File: src/sarseq_pkg.sv
/*
 package of the converter sequencer: register map, fields, reset
 values and machine-cycle timing. assumes a 10 mhz pclk.
*/
package sarseq_pkg;
  // ********************************
  // register map (byte addresses)
  // ********************************
  localparam logic [7:0] CTRL_OFS = 8'h00;
  localparam logic [7:0] RESH_OFS = 8'h04;
  localparam logic [7:0] AUX_OFS = 8'h08;
  // ********************************
  // conversion control fields
  // ********************************
  localparam int CH_LSB = 0;
  localparam int START_BIT = 3;
  localparam int DONE_BIT = 4;
  localparam int EXT_EN_BIT = 5;
  localparam int RES0_BIT = 6;
  localparam int RES1_BIT = 7;
  // aux configuration fields
  localparam int IDLE_RUN_BIT = 6;
  localparam int SHORT_BIT = 7;
  localparam logic [7:0] CTRL_RST = 8'h00;
  localparam logic [7:0] AUX_RST = 8'h00;
  // ********************************
  // timing
  // ********************************
  localparam int CLK_NS = 100;
  localparam int MC_NS = 600;
  localparam int MC_CLKS = (MC_NS + CLK_NS - 1) / CLK_NS;
  localparam logic [2:0] MC_LAST = 3'(MC_CLKS - 1);
  // machine-cycle counts inside one conversion
  localparam logic [5:0] SAMP_FIRST = 6'h02;
  localparam logic [5:0] SAMP_LAST = 6'h09;
  localparam logic [5:0] BITS_FIRST = 6'h0a;
  localparam logic [1:0] BIT_MC_LAST = 2'h3;
  localparam logic [5:0] FULL_LAST = 6'h31;
  localparam logic [5:0] SHORT_LAST = 6'h17;
  localparam logic [9:0] SAR_MSB = 10'h200;
endpackage

File: src/sarseq_top.sv
/*
 sequencer of a 10-bit successive-approximation converter with an
 8-bit short mode, reached over apb. assumes an analog mux, ladder
 dac and comparator outside, and cpu idle and power-down levels
 that are synchronous to pclk.
*/
// What this block does
// 10-bit straight-binary sar via 8-input mux
// short mode: 8 bits in 24 machine cycles
// full conversion takes 50 machine cycles
// idle: runs if idle_run_select, else powered off
// ext disabled: only software start works
// ext enabled: software or pin rising edge
// pin held low then high one cycle each
// pin edge seen at cycle end, start next
// software start begins at next machine cycle
// start bit: command flop and status flop
// two init cycles; status set after first
// sample selected input eight machine cycles
// msb first; keep bit if input above dac
// each bit test takes four machine cycles in full mode (three for the msb), one in short mode
// result high byte plus two low bits
// done set, status cleared, fifty cycles after (24 in short mode)
// low three control bits select channel
// starts ignored while converting
// power-down, or idle without run select, aborts running conversion
// result held while done flag set
// done cleared only by software; raises interrupt
// reset: idle, start flops and done cleared
`timescale 1ns/1ns
module sarseq_top
(
  // apb slave
  input wire logic pclk,
  input wire logic presetn,
  input wire logic psel,
  input wire logic penable,
  input wire logic pwrite,
  input wire logic [7:0] paddr,
  input wire logic [31:0] pwdata,
  output logic [31:0] prdata,
  output logic pready,
  output logic pslverr,
  // cpu power state
  input wire logic idle_mode,
  input wire logic power_down,
  // start pin and comparator
  input wire logic ext_start_pin,
  input wire logic comp_in_high,
  // analog front end
  output logic [2:0] mux_sel,
  output logic sample_en,
  output logic [9:0] dac_code,
  output logic adc_power_on,
  // completion interrupt
  output logic conv_done_irq
);
  import sarseq_pkg::*;

  // ********************************
  // state
  // ********************************
  logic [2:0] div_reg; // pclk count in a machine cycle
  logic tick_reg; // one pulse per machine cycle
  logic [2:0] pin_sync_reg; // start pin synchroniser
  logic pin_lvl_reg; // filtered pin level
  logic pin_prev_reg; // pin level at last cycle end
  logic [2:0] cmp_sync_reg; // comparator synchroniser
  logic cmp_lvl_reg; // filtered comparator
  logic [2:0] ch_reg; // channel select
  logic ext_en_reg; // pin start allowed
  logic cmd_reg; // start command flop
  logic status_reg; // start status flop
  logic done_reg; // completion flag
  logic [1:0] res_lo_reg; // two low result bits
  logic [7:0] res_hi_reg; // high result byte
  logic short_cfg_reg; // short mode select
  logic idle_run_reg; // run during idle
  logic run_reg; // conversion in progress
  logic short_run_reg; // mode latched at start
  logic [5:0] mc_reg; // machine cycles since start
  logic [1:0] sub_reg; // cycle within a bit test
  logic [9:0] sar_reg; // approximation register
  logic [9:0] ptr_reg; // bit under test
  logic samp_reg; // sampling switch
  logic pwr_reg; // converter powered
  logic rdy_reg; // apb ready
  logic err_reg; // apb error
  logic [31:0] rd_reg; // apb read data

  // ********************************
  // combinational helpers
  // ********************************
  logic power_ok; // converter may run now
  logic wr_acc; // apb write taking effect
  logic map_hit; // address is mapped
  logic pin_edge; // rising edge at cycle end
  logic last_mc; // final cycle of conversion
  logic [7:0] ctrl_rd; // control read view

  // off when powered down, or idle without run select
  assign power_ok = !power_down && !(idle_mode && !idle_run_reg);
  assign wr_acc = psel && penable && rdy_reg && pwrite;
  assign map_hit = (paddr == CTRL_OFS) || (paddr == RESH_OFS) ||
                   (paddr == AUX_OFS);
  // edge judged only at the end of a machine cycle
  assign pin_edge = tick_reg && pin_lvl_reg && !pin_prev_reg;
  assign last_mc = short_run_reg ? (mc_reg == SHORT_LAST) :
                   (mc_reg == FULL_LAST);
  // start reads back from the status flop, not the command
  assign ctrl_rd = {res_lo_reg[1], res_lo_reg[0], ext_en_reg,
                    done_reg, status_reg, ch_reg};

  // ********************************
  // machine-cycle divider
  // ********************************
  // produces one tick every machine cycle
  always_ff @(posedge pclk or negedge presetn) begin
    if (!presetn) begin
      div_reg <= 3'h0;
      tick_reg <= 1'b0;
    end else begin
      tick_reg <= (div_reg == MC_LAST);
      if (div_reg == MC_LAST) begin
        div_reg <= 3'h0;
      end else begin
        div_reg <= div_reg + 3'h1;
      end
    end
  end

  // ********************************
  // pin synchronisers
  // ********************************
  // three stages; level moves once stages two and three agree
  always_ff @(posedge pclk or negedge presetn) begin
    if (!presetn) begin
      pin_sync_reg <= 3'h0;
      pin_lvl_reg <= 1'b0;
      pin_prev_reg <= 1'b1; // idle high: no false edge after reset
    end else begin
      pin_sync_reg <= {pin_sync_reg[1:0], ext_start_pin};
      if (pin_sync_reg[1] == pin_sync_reg[2]) begin
        pin_lvl_reg <= pin_sync_reg[2];
      end
      // low and high must each span a cycle end to count
      if (tick_reg) begin
        pin_prev_reg <= pin_lvl_reg;
      end
    end
  end

  // comparator output is asynchronous to pclk
  always_ff @(posedge pclk or negedge presetn) begin
    if (!presetn) begin
      cmp_sync_reg <= 3'h0;
      cmp_lvl_reg <= 1'b0;
    end else begin
      cmp_sync_reg <= {cmp_sync_reg[1:0], comp_in_high};
      if (cmp_sync_reg[1] == cmp_sync_reg[2]) begin
        cmp_lvl_reg <= cmp_sync_reg[2];
      end
    end
  end

  // ********************************
  // apb slave
  // ********************************
  // one wait-free access; error on unmapped address
  always_ff @(posedge pclk or negedge presetn) begin
    if (!presetn) begin
      rdy_reg <= 1'b0;
      err_reg <= 1'b0;
      rd_reg <= 32'h0;
    end else begin
      rdy_reg <= psel && !penable;
      err_reg <= psel && !penable && !map_hit;
      if (psel && !penable && !pwrite) begin
        case (paddr)
          CTRL_OFS: rd_reg <= {24'h0, ctrl_rd};
          RESH_OFS: rd_reg <= {24'h0, res_hi_reg};
          AUX_OFS: rd_reg <= {24'h0, short_cfg_reg, idle_run_reg,
                              6'h0};
          default: rd_reg <= 32'h0;
        endcase
      end
    end
  end

  // writable configuration fields
  always_ff @(posedge pclk or negedge presetn) begin
    if (!presetn) begin
      ch_reg <= CTRL_RST[2:0];
      ext_en_reg <= CTRL_RST[EXT_EN_BIT];
      short_cfg_reg <= AUX_RST[SHORT_BIT];
      idle_run_reg <= AUX_RST[IDLE_RUN_BIT];
    end else if (wr_acc) begin
      if (paddr == CTRL_OFS) begin
        ch_reg <= pwdata[CH_LSB +: 3];
        ext_en_reg <= pwdata[EXT_EN_BIT];
      end else if (paddr == AUX_OFS) begin
        short_cfg_reg <= pwdata[SHORT_BIT];
        idle_run_reg <= pwdata[IDLE_RUN_BIT];
      end
    end
  end

  // ********************************
  // start command flop
  // ********************************
  // set by software or enabled pin edge, taken at cycle end
  always_ff @(posedge pclk or negedge presetn) begin
    if (!presetn) begin
      cmd_reg <= 1'b0;
    end else if (!power_ok) begin
      cmd_reg <= 1'b0;
    end else if (run_reg) begin
      cmd_reg <= 1'b0;
    end else if (tick_reg && cmd_reg) begin
      cmd_reg <= 1'b0;
    end else if (wr_acc && paddr == CTRL_OFS &&
                 pwdata[START_BIT]) begin
      cmd_reg <= 1'b1;
    end else if (ext_en_reg && pin_edge) begin
      cmd_reg <= 1'b1;
    end
  end

  // ********************************
  // conversion sequencer
  // ********************************
  // counts machine cycles from start to completion
  always_ff @(posedge pclk or negedge presetn) begin
    if (!presetn) begin
      run_reg <= 1'b0;
      short_run_reg <= 1'b0;
      mc_reg <= 6'h0;
      sub_reg <= 2'h0;
    end else if (!power_ok) begin
      run_reg <= 1'b0;
    end else if (tick_reg) begin
      // a pin edge starts at the very tick that judged it
      if (!run_reg && (cmd_reg || (ext_en_reg && pin_edge))) begin
        run_reg <= 1'b1;
        short_run_reg <= short_cfg_reg;
        mc_reg <= 6'h0;
        sub_reg <= 2'h0;
      end else if (run_reg) begin
        if (last_mc) begin
          run_reg <= 1'b0;
        end
        mc_reg <= mc_reg + 6'h1;
        // bit-test slots are four cycles in full mode
        if (mc_reg >= SAMP_LAST) begin
          sub_reg <= sub_reg + 2'h1;
        end
      end
    end
  end

  // status flop: set after first init cycle, cleared at end
  always_ff @(posedge pclk or negedge presetn) begin
    if (!presetn) begin
      status_reg <= 1'b0;
    end else if (!power_ok) begin
      status_reg <= 1'b0;
    end else if (tick_reg && run_reg) begin
      if (last_mc) begin
        status_reg <= 1'b0;
      end else if (mc_reg == 6'h0) begin
        status_reg <= 1'b1;
      end
    end
  end

  // sampling switch closed for eight machine cycles
  always_ff @(posedge pclk or negedge presetn) begin
    if (!presetn) begin
      samp_reg <= 1'b0;
    end else if (!power_ok || !run_reg) begin
      samp_reg <= 1'b0;
    end else if (tick_reg) begin
      samp_reg <= (mc_reg >= 6'h1) && (mc_reg < SAMP_LAST);
    end
  end

  // ********************************
  // successive approximation
  // ********************************
  // msb loaded first, each slot keeps or clears its bit
  always_ff @(posedge pclk or negedge presetn) begin
    if (!presetn) begin
      sar_reg <= 10'h0;
      ptr_reg <= 10'h0;
    end else if (tick_reg && run_reg && power_ok) begin
      if (mc_reg == SAMP_LAST) begin
        sar_reg <= SAR_MSB;
        ptr_reg <= SAR_MSB;
      end else if (mc_reg >= BITS_FIRST && ptr_reg != 10'h0 &&
                   (short_run_reg ? ptr_reg[1] == 1'b0 :
                    sub_reg == BIT_MC_LAST)) begin
        // short mode tests one bit per cycle down to bit 2
        sar_reg <= (cmp_lvl_reg ? sar_reg : (sar_reg & ~ptr_reg)) |
                   (ptr_reg >> 1);
        ptr_reg <= ptr_reg >> 1;
      end
    end
  end

  // ********************************
  // completion and result
  // ********************************
  // hardware only sets done; software may only clear it
  always_ff @(posedge pclk or negedge presetn) begin
    if (!presetn) begin
      done_reg <= 1'b0;
    end else if (tick_reg && run_reg && power_ok && last_mc) begin
      done_reg <= 1'b1;
    end else if (wr_acc && paddr == CTRL_OFS &&
                 !pwdata[DONE_BIT]) begin
      done_reg <= 1'b0;
    end
  end

  // result stored only when the previous one is consumed
  always_ff @(posedge pclk or negedge presetn) begin
    if (!presetn) begin
      res_hi_reg <= 8'h0;
      res_lo_reg <= 2'h0;
    end else if (tick_reg && run_reg && power_ok && last_mc &&
                 !done_reg) begin
      res_hi_reg <= sar_reg[9:2];
      res_lo_reg <= short_run_reg ? 2'h0 : sar_reg[1:0];
    end
  end

  // power state of the analog part
  always_ff @(posedge pclk or negedge presetn) begin
    if (!presetn) begin
      pwr_reg <= 1'b0;
    end else begin
      pwr_reg <= power_ok;
    end
  end

  // ********************************
  // outputs
  // ********************************
  assign prdata = rd_reg;
  assign pready = rdy_reg;
  assign pslverr = err_reg;
  assign mux_sel = ch_reg;
  assign sample_en = samp_reg;
  assign dac_code = sar_reg;
  assign adc_power_on = pwr_reg;
  assign conv_done_irq = done_reg;

  // ********************************
  // assertions
  // ********************************
  AST_FULL_END: assert property (@(posedge pclk) disable iff (!presetn)
    tick_reg && run_reg && power_ok && !short_run_reg &&
    mc_reg == FULL_LAST |=> done_reg && !status_reg && !run_reg)
    else $error("full conversion did not end at cycle 50");
  AST_SHORT_END: assert property (@(posedge pclk) disable iff (!presetn)
    tick_reg && run_reg && power_ok && short_run_reg &&
    mc_reg == SHORT_LAST |=> done_reg && !run_reg)
    else $error("short conversion did not end at cycle 24");
  AST_STATUS_SET: assert property (@(posedge pclk) disable iff (!presetn)
    tick_reg && run_reg && power_ok && mc_reg == 6'h0
    |=> status_reg)
    else $error("status not set after first init cycle");
  AST_SAMPLE: assert property (@(posedge pclk) disable iff (!presetn)
    tick_reg && run_reg && power_ok && mc_reg == 6'h1
    |=> sample_en ##1 sample_en)
    else $error("sampling did not open after init");
  AST_MSB_LOAD: assert property (@(posedge pclk) disable iff (!presetn)
    tick_reg && run_reg && power_ok && mc_reg == SAMP_LAST
    |=> dac_code == SAR_MSB)
    else $error("approximation did not start with msb");
  AST_ABORT: assert property (@(posedge pclk) disable iff (!presetn)
    !power_ok |=> !run_reg && !status_reg)
    else $error("conversion not aborted on power state");
  AST_KEEP_RUN: assert property (@(posedge pclk) disable iff (!presetn)
    run_reg && power_ok && !tick_reg |=> run_reg)
    else $error("running conversion disturbed");
  AST_HOLD: assert property (@(posedge pclk) disable iff (!presetn)
    done_reg |=> $stable(res_hi_reg) && $stable(res_lo_reg))
    else $error("result changed while done set");
  AST_STICKY: assert property (@(posedge pclk) disable iff (!presetn)
    done_reg && !wr_acc |=> done_reg)
    else $error("done cleared without software write");
  AST_IDLE_RUN: assert property (@(posedge pclk) disable iff (!presetn)
    idle_mode && idle_run_reg && !power_down |=> adc_power_on)
    else $error("converter off in idle with run select");
endmodule // sarseq_top

File: config.mk
export PLATFORM = sky130hd
export DESIGN_NAME = sarseq_top
export DESIGN_NICKNAME = d
export VERILOG_FILES = /design/src/sarseq_pkg.sv /design/src/sarseq_top.sv
export SDC_FILE = /design/constraint.sdc
export NUM_CORES = 1
export LEC_CHECK = 0
export BUFFER_PORTS_ARGS = -buffer_cell sky130_fd_sc_hd__buf_4
export CAP_MARGIN = 20
export CORE_MARGIN = 2
export CORE_UTILIZATION = 52
export CTS_BUF_LIST = sky130_fd_sc_hd__clkbuf_8 sky130_fd_sc_hd__clkbuf_16
export CTS_CLUSTER_DIAMETER = 200
export DETAILED_ROUTE_END_ITERATION = 6
export PLACE_DENSITY_LB_ADDON = 0.08
export SLEW_MARGIN = 20
export SYNTH_ARGS = -nofsm -noshare
export SYNTH_HDL_FRONTEND = slang
export SYNTH_SLANG_ARGS = --single-unit
File: constraint.sdc
create_clock -name pclk -period 2.3 [get_ports pclk]
set_clock_uncertainty 0.15 [all_clocks]
set_input_delay 0.345 -clock pclk [delete_from_list [all_inputs] [get_ports pclk]]
set_output_delay 0.345 -clock pclk [all_outputs]
set_load 0.02 [all_outputs]
==> metrics.md, run 1 <==
| Metric | Value |
|---|---|
| Commonest non-fill, non-tap cell in the layout | `dfrtp_1` |
| Die area | `between 7000 and 8000 sq um` |
| Final Wtd Congestion | `between 0.7 and 0.8` |
| Layout Nets | `roughly 420` |
| Fill cells | `520` |
| Ys async rst share | `1.00` |
| Worst Setup End Kind | `flip-flop` |
| Hold Path Class | `in2reg` |
| Layout cell share with drive strength beyond 1 | `0.292` |
| Max Buffers Root-to-Sink | `2` |
| Clock buffers created by TritonCTS | `9` |
| Row cnt | `29` |
| Avg WL per Cell | `approximately 16 microns` |
| Antenna Cells | `0` |
| Post-synth EDFFs | `0` |
| Placed cell areas | `between 3000 and 4000 sq um` |
| I/O Buffers | `50` |
| IO Pins | `99` |
| Layout Utilization | `0.641` |
| Post-synth cell types | `43` |
| Cells after Synth | `between 200 and 300` |
| CTS tree | `done` |
| Placed Instances | `between 400 and 500` |
| Synth area leaders | `dfrtp_1 (53%), mux2_2 (5.9%), buf_4 (5.2%)` |
| Post-DRT Antenna Nets | `0` |
| Synth Flop Type | `dfrtp_1` |
| Final worst-path cycle share | `0.955` |
| R2R depth | `5` |
| Required time of the critical path | `roughly 2400 ps` |
| 1st-pass router iterations | `4` |
| Mean Syn Cell Area | `around 11 sq um` |
| H-tree depth | `3` |
| Routed wire length | `6890 microns` |
| Met3 WL | `436 microns` |
| Largest net degree at the start of global routing | `35` |
| Relative slew slack | `0.513` |
| VDD IR-drop max | `between 0.0003 and 0.0004 V` |
| First-pass GRT wire length | `roughly 11000 microns` |
| Post-layout min period | `between 2000 and 2500 ps` |
| Clock transition at path regs | `around 90 ps` |
| Leakage | `about 2.0 nW` |
| Area added between synthesis and finish | `19.2%` |
| Synth Warn # | `0` |
| Core area | `between 6000 and 7000 sq um` |
| Outcome | `finished clean` |
| Metal2 WL | `~3100 microns` |
| PD cells | `just over 600 nW/um^2` |
| DP Worst Slack | `-36.9 ps` |
| Die height | `approximately 85 microns` |
| Finished layout cell area | `slightly above 4000 sq um` |
| Drt first-iter violations | `between 150 and 200` |
| Chip width | `85.3 microns` |
| Worst-Skew Late Latency | `360 ps` |
| Sequential share of the synthesized area | `0.539` |
| Initial Util | `0.538` |
| Max Fclk | `approximately 460 MHz` |
| Setup WS post-layout | `slightly above 100 ps` |
| Non-Filler Instances | `about 440` |
| Total GRT Usage | `0.201` |
| Yosys top cell by area | `dfrtp_1` |
| Top-area cell type share of the netlist area | `0.532` |
| Met1 wire length | `3200 microns` |
| Final slew viol count | `0` |
| DR vias | `2477` |
| Number of global-route vias before repair | `~2300` |
| CTS root buffer | `clkbuf_8` |
| Yosys reg bits | `74` |
| Drt drc | `0` |
| Final hold viol count | `0` |
| Most frequent cells in the layout | `dfrtp_1 (73), buf_4 (61), conb_1 (24)` |
| Initial antenna violation count | `0` |
| Setup violations, final | `0` |
| Crit Path Max Fanout | `10` |
| Hold path depth | `2` |
| RSZ-0062 raised after global routing | `false` |
| Post-Syn Area | `roughly 3400 sq um` |
| Max_cap viols | `0` |
| Worst-Margin Slew | `around 730 ps` |
| Setup CP Type | `reg2reg` |
| Grt ovf | `0` |
| Crit start category | `flip-flop` |
| Clock Sink Count | `74` |
| CP arrival | `~2300 ps` |
| DR top layer | `met4` |
| Vias per cell | `around 5.6` |
| Detailed Place HPWL | `4920 microns` |
## Yosys cell counts, types with 8 or more instances
library cell  count
a22o_1           12
mux2i_1           8
clkbuf_1         10
dfrtp_1          73
a32o_1            9
o21ai_0          18
buf_4            24
nor2_1           10
a21oi_1          11
mux2_2           18
nand2_1          21
nand4b_1         10
## what timing repair did
item                                   4_1_cts  5_1_grt
hold buffers                                 3        0
endpoints found under the hold margin       33        0
gates resized for setup                      0        1
setup endpoints to repair                   18        9
buffers inserted                             1        0
## routing by layer
metal,vias to the layer above,GRT usage
li1,1165,-
met1,1217,0.290
met2,86,0.294
met3,9,0.0409
met4,0,0.0909
met5,-,0
## cell families (layout without fill, tap and decap cells)
logic type	Yosys count	count (layout)	synth area share
muxes	26	26	0.0823
other	1	24	0.00109
AOI/OAI and AO/OA	57	57	0.114
adders and majority gates	7	7	0.0240
and+or+nand+nor	90	90	0.161
buffers and inverters	43	88	0.0757
DFF	74	74	0.539
xor gates and xnor gates	1	1	0.00255
## worst max-delay path, stage by stage (launching register included)
cell	delay, ps
dfrtp_1	500
nor4b_1	320
o21ai_1	120
or2_2	360
nor2_4	260
mux2_2	380
## stage by stage
stage / hold WS [ps] / TNS, ps / power, mW
2_1_floorplan: -101 / 0 / 1.44
3_5_place_dp: 171 / -269 / 1.48
3_3_place_gp: 169 / -37.4 / 1.48
5_1_grt: 17.7 / 0 / 2.58
6_report: 12.8 / 0 / 2.49
4_1_cts: 2.44 / 0 / 2.51
## final cells by class
type                       instances  area, sq um  share of cell area
clock buffer                       9          124              0.0303
clock inverter                     7         75.1              0.0183
inverter                           7         26.3             0.00642
multi-input combinational        205         1410               0.345
sequential                        74         1850               0.453
tap                               77         96.3              0.0235
timing repair buffer              65          508               0.124
## final timing paths
kind	to	startpoint	slack, ps
worst max-delay path	res_lo_reg[1]	mc_reg[2]	100
worst min-delay path	pready	penable	10
worst max register to register	res_lo_reg[1]	mc_reg[2]	100
worst min register to register	cmp_sync_reg[1]	cmp_sync_reg[0]	200
max in group asynchronous	pin_prev_reg	presetn	1040
min in group asynchronous	status_reg	presetn	330
## power breakdown
group / switching [mW] / internal, mW
registers: 0.00962 / 1.31
clock network: 0.518 / 0.508
logic: 0.0853 / 0.0514
total: 0.613 / 1.87
Power figures use the tool's default switching activity.
==> run 2: changes to the inputs <==
CORE_MARGIN = unset   (was 2)
==> run 2 against run 1 <==
Against the previous run:
- core utilization rose by 1.4 points
- first-iteration DRC count fell by 20%
- flip-flop and latch count stayed put
- power grew 8.8%
- highest routed layer unchanged
==> metrics.md, run 2 (synthesis gave the netlist of run 1 again) <==
| Metric | Value |
|---|---|
| 1st-pass router iterations | `4 (unchanged)` |
| Required time of the critical path | `2380 ps (was 2390 ps)` |
| Antenna Cells | `0 (unchanged)` |
| Layout cell share with drive strength beyond 1 | `0.292 (about the same)` |
| PD cells | `650 nW/um^2 (was 607 nW/um^2)` |
| Fill cells | `532 (was 520)` |
| CTS tree | `done (unchanged)` |
| Non-Filler Instances | `443 (was 444)` |
| Final hold viol count | `0 (unchanged)` |
| Hold WS | `30.4 ps (was 12.8 ps)` |
| Overall power | `2.71 mW (was 2.49 mW)` |
| Relative slew slack | `0.459 (was 0.513)` |
| Layout Nets | `415 (was 416)` |
| Initial Util | `0.541 (was 0.538)` |
| Crit-path cells | `or4_1 > nor4_2 > nor4_2 > nor3b_4 > buf_12 > a22o_1 (was nor4b_1 > o21ai_1 > or2_2 > nor2_4 > mux2_2)` |
| Chip width | `83.3 microns (was 85.3 microns)` |
| Setup WS post-layout | `81.9 ps (was 103 ps)` |
| Max Fclk | `451 MHz (was 455 MHz)` |
| Vias per cell | `5.50 (was 5.58)` |
| Avg WL per Cell | `15.3 microns (was 15.5 microns)` |
| VDD IR-drop max | `0.000336 V (was 0.000364 V)` |
| Max Buffers Root-to-Sink | `2 (unchanged)` |
| FF-to-FF setup slack | `80 ps (was 100 ps)` |
| Drt first-iter violations | `122 (was 153)` |
| Post-layout min period | `2220 ps (was 2200 ps)` |
| Setup violations, final | `0 (unchanged)` |
| Core area | `6350 sq um (was 6390 sq um)` |
| Largest net degree at the start of global routing | `39 (was 35)` |
| CP arrival | `2300 ps (was 2290 ps)` |
| Die height | `83.3 microns (was 85.3 microns)` |
| Sum Neg Setup Slack | `0 ps (unchanged)` |
| Setup CP Type | `reg2reg (unchanged)` |
| Clock transition at path regs | `80 ps (was 90 ps)` |
| Placed cell areas | `3840 sq um (about the same)` |
| Crit start category | `flip-flop (unchanged)` |
| Clock Sink Count | `74 (unchanged)` |
| Clock buffers created by TritonCTS | `9 (unchanged)` |
| I/O Buffers | `50 (unchanged)` |
| DP Worst Slack | `34.6 ps (was -36.9 ps)` |
| CP max stage delay | `550 ps (was 500 ps)` |
| Max_cap viols | `0 (unchanged)` |
| Worst path most repeated cell | `nor4_2` |
| DR vias | `2436 (was 2477)` |
| CTS root buffer | `clkbuf_8 (unchanged)` |
| Area added between synthesis and finish | `21.1% (was 19.2%)` |
| IO Pins | `99 (unchanged)` |
| Detailed Place HPWL | `4720 microns (was 4920 microns)` |
| Total GRT Usage | `0.212 (was 0.201)` |
| Post-DRT Antenna Nets | `0 (unchanged)` |
| First-pass GRT wire length | `11600 microns (was 11400 microns)` |
| Die area | `6940 sq um (was 7270 sq um)` |
| Seq. cell area | `1850 sq um (unchanged)` |
| Row cnt | `29 (unchanged)` |
| Worst-Skew Late Latency | `340 ps (was 360 ps)` |
| Worst-Margin Slew | `810 ps (was 729 ps)` |
| Final slew viol count | `0 (unchanged)` |
| Hold Path Class | `in2reg (unchanged)` |
| Most frequent cells in the layout | `dfrtp_1 (73), buf_4 (58), conb_1 (24) (was dfrtp_1 (73), buf_4 (61), conb_1 (24))` |
| Initial antenna violation count | `0 (unchanged)` |
| Grt ovf | `0 (unchanged)` |
| Drt drc | `0 (unchanged)` |
| Worst Setup End Kind | `flip-flop (unchanged)` |
| Finished layout cell area | `4160 sq um (was 4090 sq um)` |
| Crit Path Max Fanout | `18 (was 10)` |
| Outcome | `finished clean (unchanged)` |
| Leakage | `2.00 nW (was 1.98 nW)` |
| Placed Instances | `422 (was 424)` |
| Multi-input combinational cell area | `1430 sq um (was 1410 sq um)` |
| H-tree depth | `3 (unchanged)` |
| Final Wtd Congestion | `0.806 (was 0.776)` |
| Number of global-route vias before repair | `2301 (was 2277)` |
| Commonest non-fill, non-tap cell in the layout | `dfrtp_1 (unchanged)` |
| Final worst-path cycle share | `0.964 (was 0.955)` |
| RSZ-0062 raised after global routing | `false (unchanged)` |
| Critical-path top delay cell | `or4_1 (was dfrtp_1)` |
| Routed wire length | `6760 microns (was 6890 microns)` |
| Layout Utilization | `0.655 (was 0.641)` |
## run 2: changes by cell type in the layout (fill, tap and decap cells not counted), sizes merged
cell    previous run  this run
buf               62        60
bufinv             1         3
clkinv             4         2
clkbuf             9        10
inv                9         8
nor2              11        12
## run 2: worst paths after layout
check | startpoint | endpoint | cells past startpoint
setup / recovery | ptr_reg[5] | ptr_reg[2] | 6
hold / removal | penable | pready | 2
setup reg to reg | ptr_reg[5] | ptr_reg[2] | 6
hold reg to reg | pin_sync_reg[0] | pin_sync_reg[1] | 0
max in group asynchronous | presetn | dac_code[9] | 3
min in group asynchronous | presetn | pin_lvl_reg | 2
## run 2: power breakdown
group	switching [mW]	internal [mW]
Clock	0.489	0.754
Sequential	0.0104	1.31
Combinational	0.0846	0.0515
Total	0.585	2.12
## run 2: worst max-delay path: cells and delay by family (launching register included)
kind | cells | cell delay (ps)
DFF | 1 | 440
buffers and inverters | 1 | 160
AOI/OAI and AO/OA | 1 | 230
and+or+nand+nor | 4 | 1130
## run 2: per-layer routing
metal	vias up	part of all wire	GRT usage
li1	1172	-	-
met1	1180	0.47	0.305
met2	75	0.46	0.308
met3	9	0.057	0.0437
met4	0	0.014	0.0987
met5	-	0	0
## run 2: what timing repair did
item	CTS	global route
endpoints found under the hold margin	37	0
hold buffers	3	0
setup endpoints to repair	0	28
resized for setup	0	3
setup buffers	0	1
## run 2: final cells by class
class,instances,area share
Clock inverter,6,0.0271
Timing Repair Buffer,63,0.122
Multi-Input combinational cell,206,0.343
Tap cell,77,0.0232
Inverter,7,0.00632
Sequential cell,74,0.445
Clock buffer,10,0.0331
